<file path="src/pkg/lprs_regs.svh">
// Constants for the low-power and restore sequencer
`ifndef LPRS_REGS_SVH
`define LPRS_REGS_SVH
`define LPRS_CLK_HZ 40000000
`define LPRS_DS_WAKE_US 3000
`define LPRS_DS_WAKE_CYC ((`LPRS_DS_WAKE_US * 40) - 1)
`define LPRS_DS_MAX_S 22
`define LPRS_DS_MAX_CYC (`LPRS_DS_MAX_S * `LPRS_CLK_HZ)
`define LPRS_HIB_WAKE_MS 50
`define LPRS_HIB_WAKE_CYC (`LPRS_HIB_WAKE_MS * 40000)
`define LPRS_SHD_WAKE_MS 1100
`define LPRS_SHD_WAKE_CYC (`LPRS_SHD_WAKE_MS * 40000)
`define LPRS_RST_MS 8000
`define LPRS_RST_CYC (`LPRS_RST_MS * 40000)
`define LPRS_IDLE_CYC 1000
`define LPRS_STRAP_RESTORE 3'b110
`define LPRS_PROT_SECTOR 8'h00
`endif

</file>
<file path="src/pkg/lprs_pkg.sv">
// Types for the low-power and restore sequencer
package lprs_pkg;
    typedef enum logic [2:0] {
        ST_BOOT = 3'b000,
        ST_RUN = 3'b001,
        ST_SLEEP = 3'b010,
        ST_WAKE = 3'b011,
        ST_HIB = 3'b100,
        ST_SHUT = 3'b101,
        ST_RESTORE = 3'b110
    } lprs_state_type;
    typedef enum logic [1:0] {
        RM_NONE = 2'b00,
        RM_PARAMS = 2'b01,
        RM_IMAGE = 2'b10
    } lprs_restore_type;
endpackage

</file>
<file path="src/verilog/lprs_timer.sv">
// Down-counting delay timer used by the sequencer
`timescale 1ns/10ps
`default_nettype none
module lprs_timer #(
    parameter int WIDTH = 32
) (
    input wire logic clk_sys,
    input wire logic arst_n,
    input wire logic load,
    input wire logic [WIDTH-1:0] loadValue,
    output logic done
);
    logic [WIDTH-1:0] count; // Remaining cycles
    logic [WIDTH-1:0] next_count;
    logic next_done;
    // Next count and done pulse
    always_comb
    begin
        next_count = count;
        next_done = 1'b0;
        if (load)
        begin
            next_count = loadValue;
        end
        else if (count != '0)
        begin
            next_count = count - 1'b1;
            next_done = (count == {{(WIDTH-1){1'b0}}, 1'b1});
        end
    end
    // Register stage
    always_ff @(posedge clk_sys or negedge arst_n)
    begin
        if (!arst_n)
        begin
            count <= '0;
            done <= 1'b0;
        end
        else
        begin
            count <= next_count;
            done <= next_done;
        end
    end
endmodule
`default_nettype wire

</file>
<file path="src/verilog/lprs_sequencer.sv">
// Power-state and factory-restore sequencer top level
// How it works
// - Idle for a while enters deep sleep unprompted
// - Timer or host command wakes within 3 ms
// - Context retention asserted through deep sleep
// - No host handshake for deep sleep
// - Extended sleep timer allows up to 22 s
// - Hibernate gates logic power, keeps clock on
// - Wake line brings hibernate out in 50 ms
// - Shutdown kills all power, 1.1 s wake
// - Three restore modes: none, params, image
// - Restore resumes after power loss, about 8 s
// - Protected factory sector denied to host
`timescale 1ns/10ps
`default_nettype none
`include "lprs_regs.svh"
module lprs_sequencer #(
    parameter int unsigned IDLE_CYC = `LPRS_IDLE_CYC,
    parameter int unsigned DS_MAX_CYC = `LPRS_DS_MAX_CYC,
    parameter int unsigned HIB_WAKE_CYC = `LPRS_HIB_WAKE_CYC,
    parameter int unsigned SHD_WAKE_CYC = `LPRS_SHD_WAKE_CYC,
    parameter int unsigned RST_CYC = `LPRS_RST_CYC,
    parameter int unsigned DS_WAKE_CYC = `LPRS_DS_WAKE_CYC
) (
    input wire logic clk_sys,
    input wire logic arst_n,
    input wire logic reset_line_n,
    input wire logic sleep_wake_line_n,
    input wire logic [2:0] boot_strap_pins,
    input wire logic hostCmd,
    input wire logic activity,
    input wire logic extSleepEn,
    input wire logic [31:0] sleepCycles,
    input wire logic hibReq,
    input wire logic shutReq,
    input wire logic powerOn,
    input wire logic [1:0] restoreSel,
    input wire logic restorePending,
    input wire logic hostFlashReq,
    input wire logic [7:0] hostFlashSector,
    output logic [2:0] powerState,
    output logic digitalPowerOn,
    output logic rtcOn,
    output logic retainContext,
    output logic ready,
    output logic restoreBusy,
    output logic restorePendingSet,
    output logic [1:0] restoreMode,
    output logic hostFlashGrant,
    output logic hostFlashDenied
);
    lprs_pkg::lprs_state_type state, next_state; // Main sequencer state
    logic [31:0] idleCount, next_idleCount; // Inactivity counter
    logic resetLineQ, next_resetLineQ; // Previous reset line level
    logic [2:0] strapLatch, next_strapLatch; // Straps caught at release
    logic [1:0] next_restoreMode;
    logic next_restoreBusy, next_restorePendingSet;
    logic next_digitalPowerOn, next_rtcOn, next_retainContext, next_ready;
    logic next_grant, next_denied;
    logic tmrLoad; // Reload of the shared delay timer
    logic [31:0] tmrValue; // Value loaded into the timer
    logic tmrDone; // Timer expiry pulse
    logic resetRise; // Reset line released this cycle
    logic [31:0] sleepLimit; // Deep-sleep length clamped to limit

    // Shared delay timer
    lprs_timer #(.WIDTH(32)) u_timer (
        .clk_sys(clk_sys),
        .arst_n(arst_n),
        .load(tmrLoad),
        .loadValue(tmrValue),
        .done(tmrDone)
    );

    // Sector is the protected factory area
    function automatic logic isProtected(input logic [7:0] sector);
        isProtected = (sector == `LPRS_PROT_SECTOR);
    endfunction

    // Release edge of the reset line
    assign resetRise = reset_line_n && !resetLineQ;
    // Sleep length, extended only when enabled
    assign sleepLimit = extSleepEn
        ? ((sleepCycles > DS_MAX_CYC) ? DS_MAX_CYC : sleepCycles)
        : ((sleepCycles > IDLE_CYC) ? IDLE_CYC : sleepCycles);

    // Next-state and output computation
    always_comb
    begin
        next_state = state;
        next_idleCount = idleCount;
        next_resetLineQ = reset_line_n;
        next_strapLatch = strapLatch;
        next_restoreMode = restoreMode;
        next_restoreBusy = 1'b0;
        next_restorePendingSet = restorePendingSet;
        tmrLoad = 1'b0;
        tmrValue = 32'h0000_0000;
        // Host flash port, factory sector refused
        next_grant = hostFlashReq && !isProtected(hostFlashSector);
        next_denied = hostFlashReq && isProtected(hostFlashSector);
        if (resetRise)
        begin
            // Straps caught once on reset release
            next_strapLatch = boot_strap_pins;
            if (boot_strap_pins == `LPRS_STRAP_RESTORE)
            begin
                next_restoreMode = restoreSel;
            end
            else
            begin
                next_restoreMode = lprs_pkg::RM_NONE;
            end
        end
        if (!reset_line_n)
        begin
            next_state = lprs_pkg::ST_BOOT;
        end
        else
        begin
            case (state)
                lprs_pkg::ST_BOOT:
                begin
                    if (resetRise)
                    begin
                        // Hold a cycle so the freshly latched mode is seen
                        next_state = lprs_pkg::ST_BOOT;
                    end
                    // Resume an unfinished restore after power loss, any straps
                    else if (restorePending || restorePendingSet)
                    begin
                        next_state = lprs_pkg::ST_RESTORE;
                        next_restorePendingSet = 1'b1;
                        tmrLoad = 1'b1;
                        tmrValue = RST_CYC;
                    end
                    else if (restoreMode != lprs_pkg::RM_NONE)
                    begin
                        next_state = lprs_pkg::ST_RESTORE;
                        next_restorePendingSet = 1'b1;
                        tmrLoad = 1'b1;
                        tmrValue = RST_CYC;
                    end
                    else
                    begin
                        next_state = lprs_pkg::ST_RUN;
                        next_idleCount = 32'h0000_0000;
                    end
                end
                lprs_pkg::ST_RESTORE:
                begin
                    next_restoreBusy = 1'b1;
                    if (tmrDone)
                    begin
                        next_restorePendingSet = 1'b0;
                        next_restoreMode = lprs_pkg::RM_NONE;
                        next_restoreBusy = 1'b0;
                        next_state = lprs_pkg::ST_RUN;
                        next_idleCount = 32'h0000_0000;
                    end
                end
                lprs_pkg::ST_RUN:
                begin
                    if (shutReq)
                    begin
                        next_state = lprs_pkg::ST_SHUT;
                    end
                    else if (hibReq)
                    begin
                        next_state = lprs_pkg::ST_HIB;
                    end
                    else if (activity || hostCmd)
                    begin
                        next_idleCount = 32'h0000_0000;
                    end
                    else if (idleCount >= IDLE_CYC - 1)
                    begin
                        // Enter sleep without any host exchange
                        next_state = lprs_pkg::ST_SLEEP;
                        tmrLoad = 1'b1;
                        tmrValue = (sleepLimit == 32'h0000_0000) ? 32'h0000_0001 : sleepLimit;
                    end
                    else
                    begin
                        next_idleCount = idleCount + 32'h0000_0001;
                    end
                end
                lprs_pkg::ST_SLEEP:
                begin
                    // Timer expiry or a host command wakes
                    if (tmrDone || hostCmd)
                    begin
                        next_state = lprs_pkg::ST_WAKE;
                        tmrLoad = 1'b1;
                        tmrValue = DS_WAKE_CYC;
                    end
                end
                lprs_pkg::ST_WAKE:
                begin
                    if (tmrDone)
                    begin
                        next_state = lprs_pkg::ST_RUN;
                        next_idleCount = 32'h0000_0000;
                    end
                end
                lprs_pkg::ST_HIB:
                begin
                    // Host wake line low leaves hibernate
                    if (!sleep_wake_line_n)
                    begin
                        next_state = lprs_pkg::ST_WAKE;
                        tmrLoad = 1'b1;
                        tmrValue = HIB_WAKE_CYC;
                    end
                end
                lprs_pkg::ST_SHUT:
                begin
                    // Power returns through a full wake
                    if (powerOn)
                    begin
                        next_state = lprs_pkg::ST_WAKE;
                        tmrLoad = 1'b1;
                        tmrValue = SHD_WAKE_CYC;
                    end
                end
                default:
                begin
                    next_state = lprs_pkg::ST_BOOT;
                end
            endcase
        end
        // Power domain outputs follow next state
        next_digitalPowerOn = !(next_state == lprs_pkg::ST_HIB ||
            next_state == lprs_pkg::ST_SHUT);
        next_rtcOn = (next_state != lprs_pkg::ST_SHUT);
        next_retainContext = (next_state == lprs_pkg::ST_SLEEP);
        next_ready = (next_state == lprs_pkg::ST_RUN);
    end

    // Register stage
    always_ff @(posedge clk_sys or negedge arst_n)
    begin
        if (!arst_n)
        begin
            state <= lprs_pkg::ST_BOOT;
            idleCount <= 32'h0000_0000;
            resetLineQ <= 1'b0;
            strapLatch <= 3'h0;
            restoreMode <= lprs_pkg::RM_NONE;
            restoreBusy <= 1'b0;
            restorePendingSet <= 1'b0;
            digitalPowerOn <= 1'b1;
            rtcOn <= 1'b1;
            retainContext <= 1'b0;
            ready <= 1'b0;
            hostFlashGrant <= 1'b0;
            hostFlashDenied <= 1'b0;
            powerState <= 3'h0;
        end
        else
        begin
            state <= next_state;
            idleCount <= next_idleCount;
            resetLineQ <= next_resetLineQ;
            strapLatch <= next_strapLatch;
            restoreMode <= next_restoreMode;
            restoreBusy <= next_restoreBusy;
            restorePendingSet <= next_restorePendingSet;
            digitalPowerOn <= next_digitalPowerOn;
            rtcOn <= next_rtcOn;
            retainContext <= next_retainContext;
            ready <= next_ready;
            hostFlashGrant <= next_grant;
            hostFlashDenied <= next_denied;
            powerState <= next_state;
        end
    end
endmodule
`default_nettype wire

</file>
<file path="config.mk">
export PLATFORM = sky130hd
export DESIGN_NAME = lprs_sequencer
export DESIGN_NICKNAME = d
export VERILOG_FILES = /design/src/pkg/lprs_pkg.sv /design/src/verilog/lprs_timer.sv /design/src/verilog/lprs_sequencer.sv
export VERILOG_INCLUDE_DIRS = /design/src /design/src/pkg
export SDC_FILE = /design/constraint.sdc
export NUM_CORES = 1
export LEC_CHECK = 0
export BUFFER_PORTS_ARGS = -buffer_cell sky130_fd_sc_hd__buf_4
export CAP_MARGIN = 40
export CORE_MARGIN = 2
export CORE_UTILIZATION = 40
export DETAILED_ROUTE_END_ITERATION = 7
export PLACE_DENSITY = 0.67
export SLEW_MARGIN = 20
export SYNTH_ARGS = -nofsm -noshare
export SYNTH_HDL_FRONTEND = slang
export SYNTH_SLANG_ARGS = --single-unit
</file>
<file path="constraint.sdc">
create_clock -name clk_sys -period 4.75 [get_ports clk_sys]
set_clock_uncertainty 0.05 [all_clocks]
set_input_delay 0.475 -clock clk_sys [delete_from_list [all_inputs] [get_ports clk_sys]]
set_output_delay 0.475 -clock clk_sys [all_outputs]
set_load 0.01 [all_outputs]
</file>
==> flow_summary.yaml, run 1 <==
clocking:
  ctsResizeCount: 0
  clock_sinks: 79
  cts-htree-levels: 3
  cts_tree: "done"
  cts_buffer_depth: 2
  numCtsBuffers: 9
  root_buffer: "clkbuf_8"
  path_clk_slew_ps: 80
  insertion_delay_ps: 370
setup_path:
  critical-path-max-stage-delay_ps: 760
  critPathArrivalTime_ps: 3520
  critPathSlowestCell: "dfrtp_1"
  r2r_setup_slack_ps: 1430
  worstPathMaxFanout: 24
  critPathLaunchType: "register"
  endpoint_kind: "register"
  worst-setup-path-type: "reg2reg"
  cp_top_family: "compound AO/OA/AOI/OAI gates"
  path_common_cell: "o31a_1"
  path_cells: "or3b_1, nor3_2, o31a_1, o31a_1, buf_4, nor2_1, a21oi_1, o21ai_0"
  cp_num_buf_inv: 1
  worstPathRequired_ps: 4940
logic_synthesis:
  synth_warnings: 0
  syn_area_um2: 4500
  synth.distinct_cells: 67
  synth_area_per_cell_um2: 8.82
  syn_inst: 510
  synth.net_count: 570
  synthTopCellsByArea: "dfrtp_1 (43%), nor2_1 (5.1%), a21oi_1 (4.0%)"
  synth_top_area_cell: "dfrtp_1"
  synth_top_cell_area_share_pct: 42.8
  seq_area_frac_synth_pct: 44.0
  synth_edf_count: 0
  synth_ff_type: "dfrtp_1"
  ys_ff_latch: 79
  async_flop_share_pct: 100
power_and_ir_drop:
  vdd_ir_drop_max_v: 0.000206
  total_power_uw: 2450
  leakage_uw: 0.00235
  p_per_area_nw_per_um2: 453
global_routing:
  grt_pass1_vias: 4055
  track_usage_pct: 22.5
  grt_max_degree: 53
  antenna_found_initial: 0
  grt_pass1_wl_um: 20700
  grt-ovfl-total: 0
floorplanning:
  start_util_pct: 41.3
  core_area_um2: 10900
  std_cell_rows: 38
  die_h_um: 110
  fp.dieW_um: 110
  dieArea_um2: 12100
  ioPinCount: 70
timing:
  setup_tns_ps: 0
  maxSlewViolCount: 0
  setup_viol: 0
  tightestPinTransition_ps: 804
  finalWorstSetupSlack_ps: 1430
  rsz0062_at_grt: "no"
  timing.fmax_mhz: 301
  timing.final.crit_share_pct: 70.0
  relSlewSlack_pct: 46.2
  fin_crit_ps: 3320
  finalHoldViolCount: 0
  whs_ps: 233
final_layout:
  area_delta_synth_final_pct: 20.4
  drive_above_1_share_pct: 18.5
  finish.utilization_pct: 49.7
  n_antenna_cell: 0
  fin_nets: 639
detailed_routing:
  routed_wl_um: 12700
  first_pass_iters: 5
  drtIter0Drc: 336
  routedWlPerCell_um: 17.6
  drc: 0
  avgViaCountPerCell: 5.83
  vias: 4219
  detail-route-antenna-nets: 0
placement:
  dp_slack_ps: 1480
  io_buffers: 69
  post-dp-hpwl_um: 9630
  gp_congestion: 0.921
run:
  drv_cap: 0
outcome:
  status: "complete, no violations"
worst_hold_path:
  min_path_type: "in2reg"
[cells in the mapped netlist (3+ instances only)]
| master | number |
|---|---|
| dfrtp_1 | 77 |
| xnor2_1 | 7 |
| nand2b_1 | 4 |
| and2_1 | 4 |
| o41ai_1 | 3 |
| a211oi_1 | 3 |
| a21oi_1 | 36 |
| nor4_1 | 18 |
| clkbuf_1 | 12 |
| o31ai_1 | 5 |
| ha_1 | 3 |
| inv_1 | 10 |
| a22oi_1 | 5 |
| nand4_1 | 9 |
| nand3b_1 | 5 |
| o22ai_1 | 3 |
| or3_1 | 12 |
| nor2b_1 | 27 |
| nand2_1 | 36 |
| and3_1 | 7 |
| nand3_1 | 24 |
| a31oi_1 | 6 |
| nor3_1 | 23 |
| o21ai_0 | 31 |
| buf_2 | 4 |
| nor2_1 | 61 |
| or4_1 | 7 |
| xor2_1 | 17 |
| o2111ai_1 | 3 |
| or2_2 | 4 |
[worst reg2reg max path, cell delays in order (launching register included)]
cell	delay (ps)
dfrtp_1	760
or3b_1	450
nor3_2	380
o31a_1	390
o31a_1	510
buf_4	300
nor2_1	130
a21oi_1	140
o21ai_0	100
[area by class of cell]
class	count	area, um2
clock buffer	9	124
clock inverter	7	95.1
fill	1031	5470
inverter	10	37.5
multi-input combinational	404	2410
sequential	79	1980
tap	140	175
timing repair buffer	75	593
[sequential cells by signal, indices dropped and copies added, names as in the netlist]
register and flops:
digitalPowerOn 1, hostFlashDenied 1, hostFlashGrant 1, idleCount 32, ready 1, resetLineQ 1, restoreBusy 1, restoreMode 2
restorePendingSet 1, retainContext 1, rtcOn 1, state 3, u_timer.count 32, u_timer.done 1
[worst paths after layout]
check	from	endpoint	depth (start not counted)
max	state[0]	u_timer.count[3]	8
max reg2reg	state[0]	u_timer.count[3]	8
min reg2reg	idleCount[28]	idleCount[28]	1
min	reset_line_n	resetLineQ	1
min in group asynchronous	arst_n	idleCount[30]	2
max in group asynchronous	arst_n	u_timer.count[0]	3
[timing repair]
action,4_1_cts,5_1_grt
endpoints found under the setup margin,0,0
hold endpoints to repair,25,0
setup buffers,0,0
hold buffers,1,0
[routing by layer]
metal / up-vias / routed length [um] / global-route usage (%)
met5: - / 0 / 0
li1: 2022 / - / -
met3: 27 / 862 / 4.23
met4: 0 / 318 / 8.68
met1: 2001 / 5570 / 30.6
met2: 169 / 5990 / 35.5
[cells by family (layout without fill, tap and decap cells)]
kind of cell             Yosys count  after routing  share of synthesized area (%)
multiplexers                       1              1                          0.222
buffers and inverters             27            101                           2.53
flip-flops                        79             79                           44.0
XOR/XNOR                          24             24                           4.67
AO/OA/AOI/OAI                    122            122                           17.7
adder cells (fa/ha/maj)            4              4                           1.06
AND/OR/NAND/NOR                  253            253                           29.9
[metrics by stage]
stage | area [um2] | cells
after floorplan | 4500 | 510
after CTS | 5400 | 723
after global placement | 5140 | 704
after detailed placement | 5170 | 706
final | 5420 | 724
after global routing | 5420 | 724
[placed cells by master, fill, tap and decap left out, types with 5 or more instances in the layout]
cell type  count
dfrtp_1       77
buf_4         72
nor2_1        61
nand2_1       36
a21oi_1       36
o21ai_0       31
nor2b_1       27
nand3_1       24
nor3_1        23
nor4_1        18
xor2_1        17
or3_1         12
inv_1         10
nand4_1        9
clkbuf_8       9
or4_1          7
and3_1         7
xnor2_1        7
a31oi_1        6
a22oi_1        5
nand3b_1       5
[where the power goes]
part / internal [uW] / leakage [uW] / switching (uW)
Clock: 297 / 0.000110 / 267
Sequential: 812 / 0.00103 / 170
Combinational: 385 / 0.00120 / 523
Note: power is estimated with default switching activity, not from simulation.
==> run 2: changes to the inputs <==
--- a/config.mk
+++ b/config.mk
@@ -11,7 +11,7 @@
 export CORE_MARGIN = 2
 export CORE_UTILIZATION = 40
 export DETAILED_ROUTE_END_ITERATION = 7
-export PLACE_DENSITY = 0.67
+export PLACE_DENSITY = 0.69
 export SLEW_MARGIN = 20
 export SYNTH_ARGS = -nofsm -noshare
 export SYNTH_HDL_FRONTEND = slang
==> constraint.sdc (replaced) <==
create_clock -name clk_sys -period 2.9 [get_ports clk_sys]
set_clock_uncertainty 0.05 [all_clocks]
set_input_delay 0.29 -clock clk_sys [delete_from_list [all_inputs] [get_ports clk_sys]]
set_output_delay 0.29 -clock clk_sys [all_outputs]
set_load 0.01 [all_outputs]
==> run 2 against run 1 <==
  * Via count rose by 2.5%
  * Die area is the same
  * Final cell count grew 2.1%
  * Hold slack got worse by 200 ps
  * Sequential share of layout area down 0.69 points
  * Sequential power up 62%
  * Largest cell class unchanged
==> flow_summary.yaml, run 2 (synthesized netlist as in run 1, its figures left out) <==
detailed_routing:
  avgViaCountPerCell: 5.85
  routed_wl_um: 13500
  vias: 4323
  first_pass_iters: 6
  drc: 0
  drtIter0Drc: 255
  detail-route-antenna-nets: 0
  routedWlPerCell_um: 18.3
global_routing:
  track_usage_pct: 23.8
  grt_pass1_wl_um: 21800
  grt_max_degree: 53
  antenna_found_initial: 0
  grt-ovfl-total: 0
  grt_pass1_vias: 4238
floorplanning:
  fp.dieW_um: 110
  core_area_um2: 10900
  std_cell_rows: 38
  ioPinCount: 70
  start_util_pct: 41.3
  dieArea_um2: 12100
  die_h_um: 110
worst_hold_path:
  worstHoldStart: "reset_line_n"
  whs_endpoint: "resetLineQ"
  min_path_type: "in2reg"
  worstHoldPathCells: 1
power_and_ir_drop:
  total_power_uw: 3990
  internal_power_uw: 2350
  vdd_ir_drop_max_v: 0.000386
  p_sw_share_pct: 41.0
  combinationalPowerShare_pct: 40.6
  p_per_area_nw_per_um2: 723
  seqPwrFrac_pct: 39.8
  p_clk_share_pct: 19.6
  leakage_uw: 0.00241
  p_sw_uw: 1640
setup_path:
  reg2regPathDepth: 7
  endpoint_kind: "register"
  worst-setup-path-type: "reg2reg"
  cp.depth: 7
  rr_endpoint: "idleCount[7]"
  cp_top_family: "simple AND/OR/NAND/NOR gates"
  path_cells: "nor4_1, nand4_1, or4_4, a211oi_4, nand2_4, or4_1, a21oi_1"
  worstPathRequired_ps: 3160
  critPathArrivalTime_ps: 3000
  startpoint: "idleCount[29]"
  r2r_setup_slack_ps: 170
  r2r_start: "idleCount[29]"
  critical-path-max-stage-delay_ps: 550
  critPathSlowestCell: "or4_4"
  critPathLaunchType: "register"
  cp_num_buf_inv: 0
  worstPathMaxFanout: 12
timing:
  relSlewSlack_pct: 43.4
  setup_tns_ps: 0
  tightestPinTransition_ps: 842
  fin_crit_ps: 2730
  setup_viol: 0
  finalHoldViolCount: 0
  maxSlewViolCount: 0
  timing.final.crit_share_pct: 94.3
  timing.fmax_mhz: 366
run:
  drv_cap: 0
clocking:
  path_clk_slew_ps: 90
  cts-htree-levels: 3
  clock_sinks: 79
  cts_buffer_depth: 2
  numCtsBuffers: 9
  root_buffer: "clkbuf_8"
  insertion_delay_ps: 380
  cts_tree: "done"
final_layout:
  fillCellCount: 1026
  area_delta_synth_final_pct: 22.7
  most-common-layout-cells: "buf_4 (85), dfrtp_1 (77), nor2_1 (61)"
  drive_above_1_share_pct: 20.5
  fin_nets: 654
  n_antenna_cell: 0
  top_regs: "idleCount: 32 flops, u_timer.count: 32 flops, state: 3 flops"
  layout.cells.most_common: "buf_4"
placement:
  post-dp-hpwl_um: 10200
  gp_congestion: 0.944
  io_buffers: 69
outcome:
  status: "complete, no violations"
run 2: cell types whose count changed in the layout (fill, tap and decap cells not counted), sizes merged:
cell | before | now
clkinv | 3 | 0
bufinv | 2 | 0
clkinvlp | 1 | 2
inv | 11 | 14
buf | 74 | 89
clkbuf | 9 | 10
run 2: worst max-delay path by stage:
stage                        end
2_1_floorplan       idleCount[7]
3_3_place_gp   u_timer.count[28]
3_5_place_dp    u_timer.count[9]
4_1_cts             idleCount[7]
5_1_grt             idleCount[7]
6_report            idleCount[7]
run 2: power by group through the flow:
stage	logic (uW)	clock network, uW	registers, uW
2_1_floorplan	1070	0	1530
3_3_place_gp	1550	0	1590
3_5_place_dp	1570	0	1610
4_1_cts	1590	809	1580
5_1_grt	1790	848	1620
6_report	1620	783	1590
run 2: per-stage QoR:
stage          worst slack, ps  hold WS, ps  area [um2]  util, %  instances
2_1_floorplan              241        -55.6        4500        -        510
3_3_place_gp              1.06          419        5260     48.3        718
3_5_place_dp              28.2          205        5290     48.6        719
4_1_cts                   80.5         9.86        5480     50.3        736
5_1_grt                  -12.2         28.6        5520     50.7        739
6_report                   166         33.2        5520     50.7        739
run 2: repair_timing:
| item | 4_1_cts | 5_1_grt |
|---|---|---|
| gates resized for setup | 0 | 3 |
| hold buffers | 1 | 0 |
| endpoints found under the hold margin | 27 | 0 |
| setup endpoints to repair | 0 | 7 |
| setup buffers | 0 | 2 |
run 2: metal layers:
layer / global-route usage (%) / part of all wire (%) / vias to the layer above
met2: 38.8 / 47 / 159
met1: 31.4 / 44 / 2084
li1: - / - / 2047
met4: 10.7 / 3.3 / 0
met3: 3.64 / 5.6 / 33
met5: 0 / 0 / -
run 2: cell type report:
cell class	instances	area [um2]	share of cell area (%)
Multi-Input combinational cell	404	2420	43.8
Sequential cell	79	1980	35.9
Timing Repair Buffer	90	731	13.2
Tap cell	140	175	3.17
Clock buffer	10	128	2.31
Clock inverter	6	50.0	0.907
Inverter	10	37.5	0.680
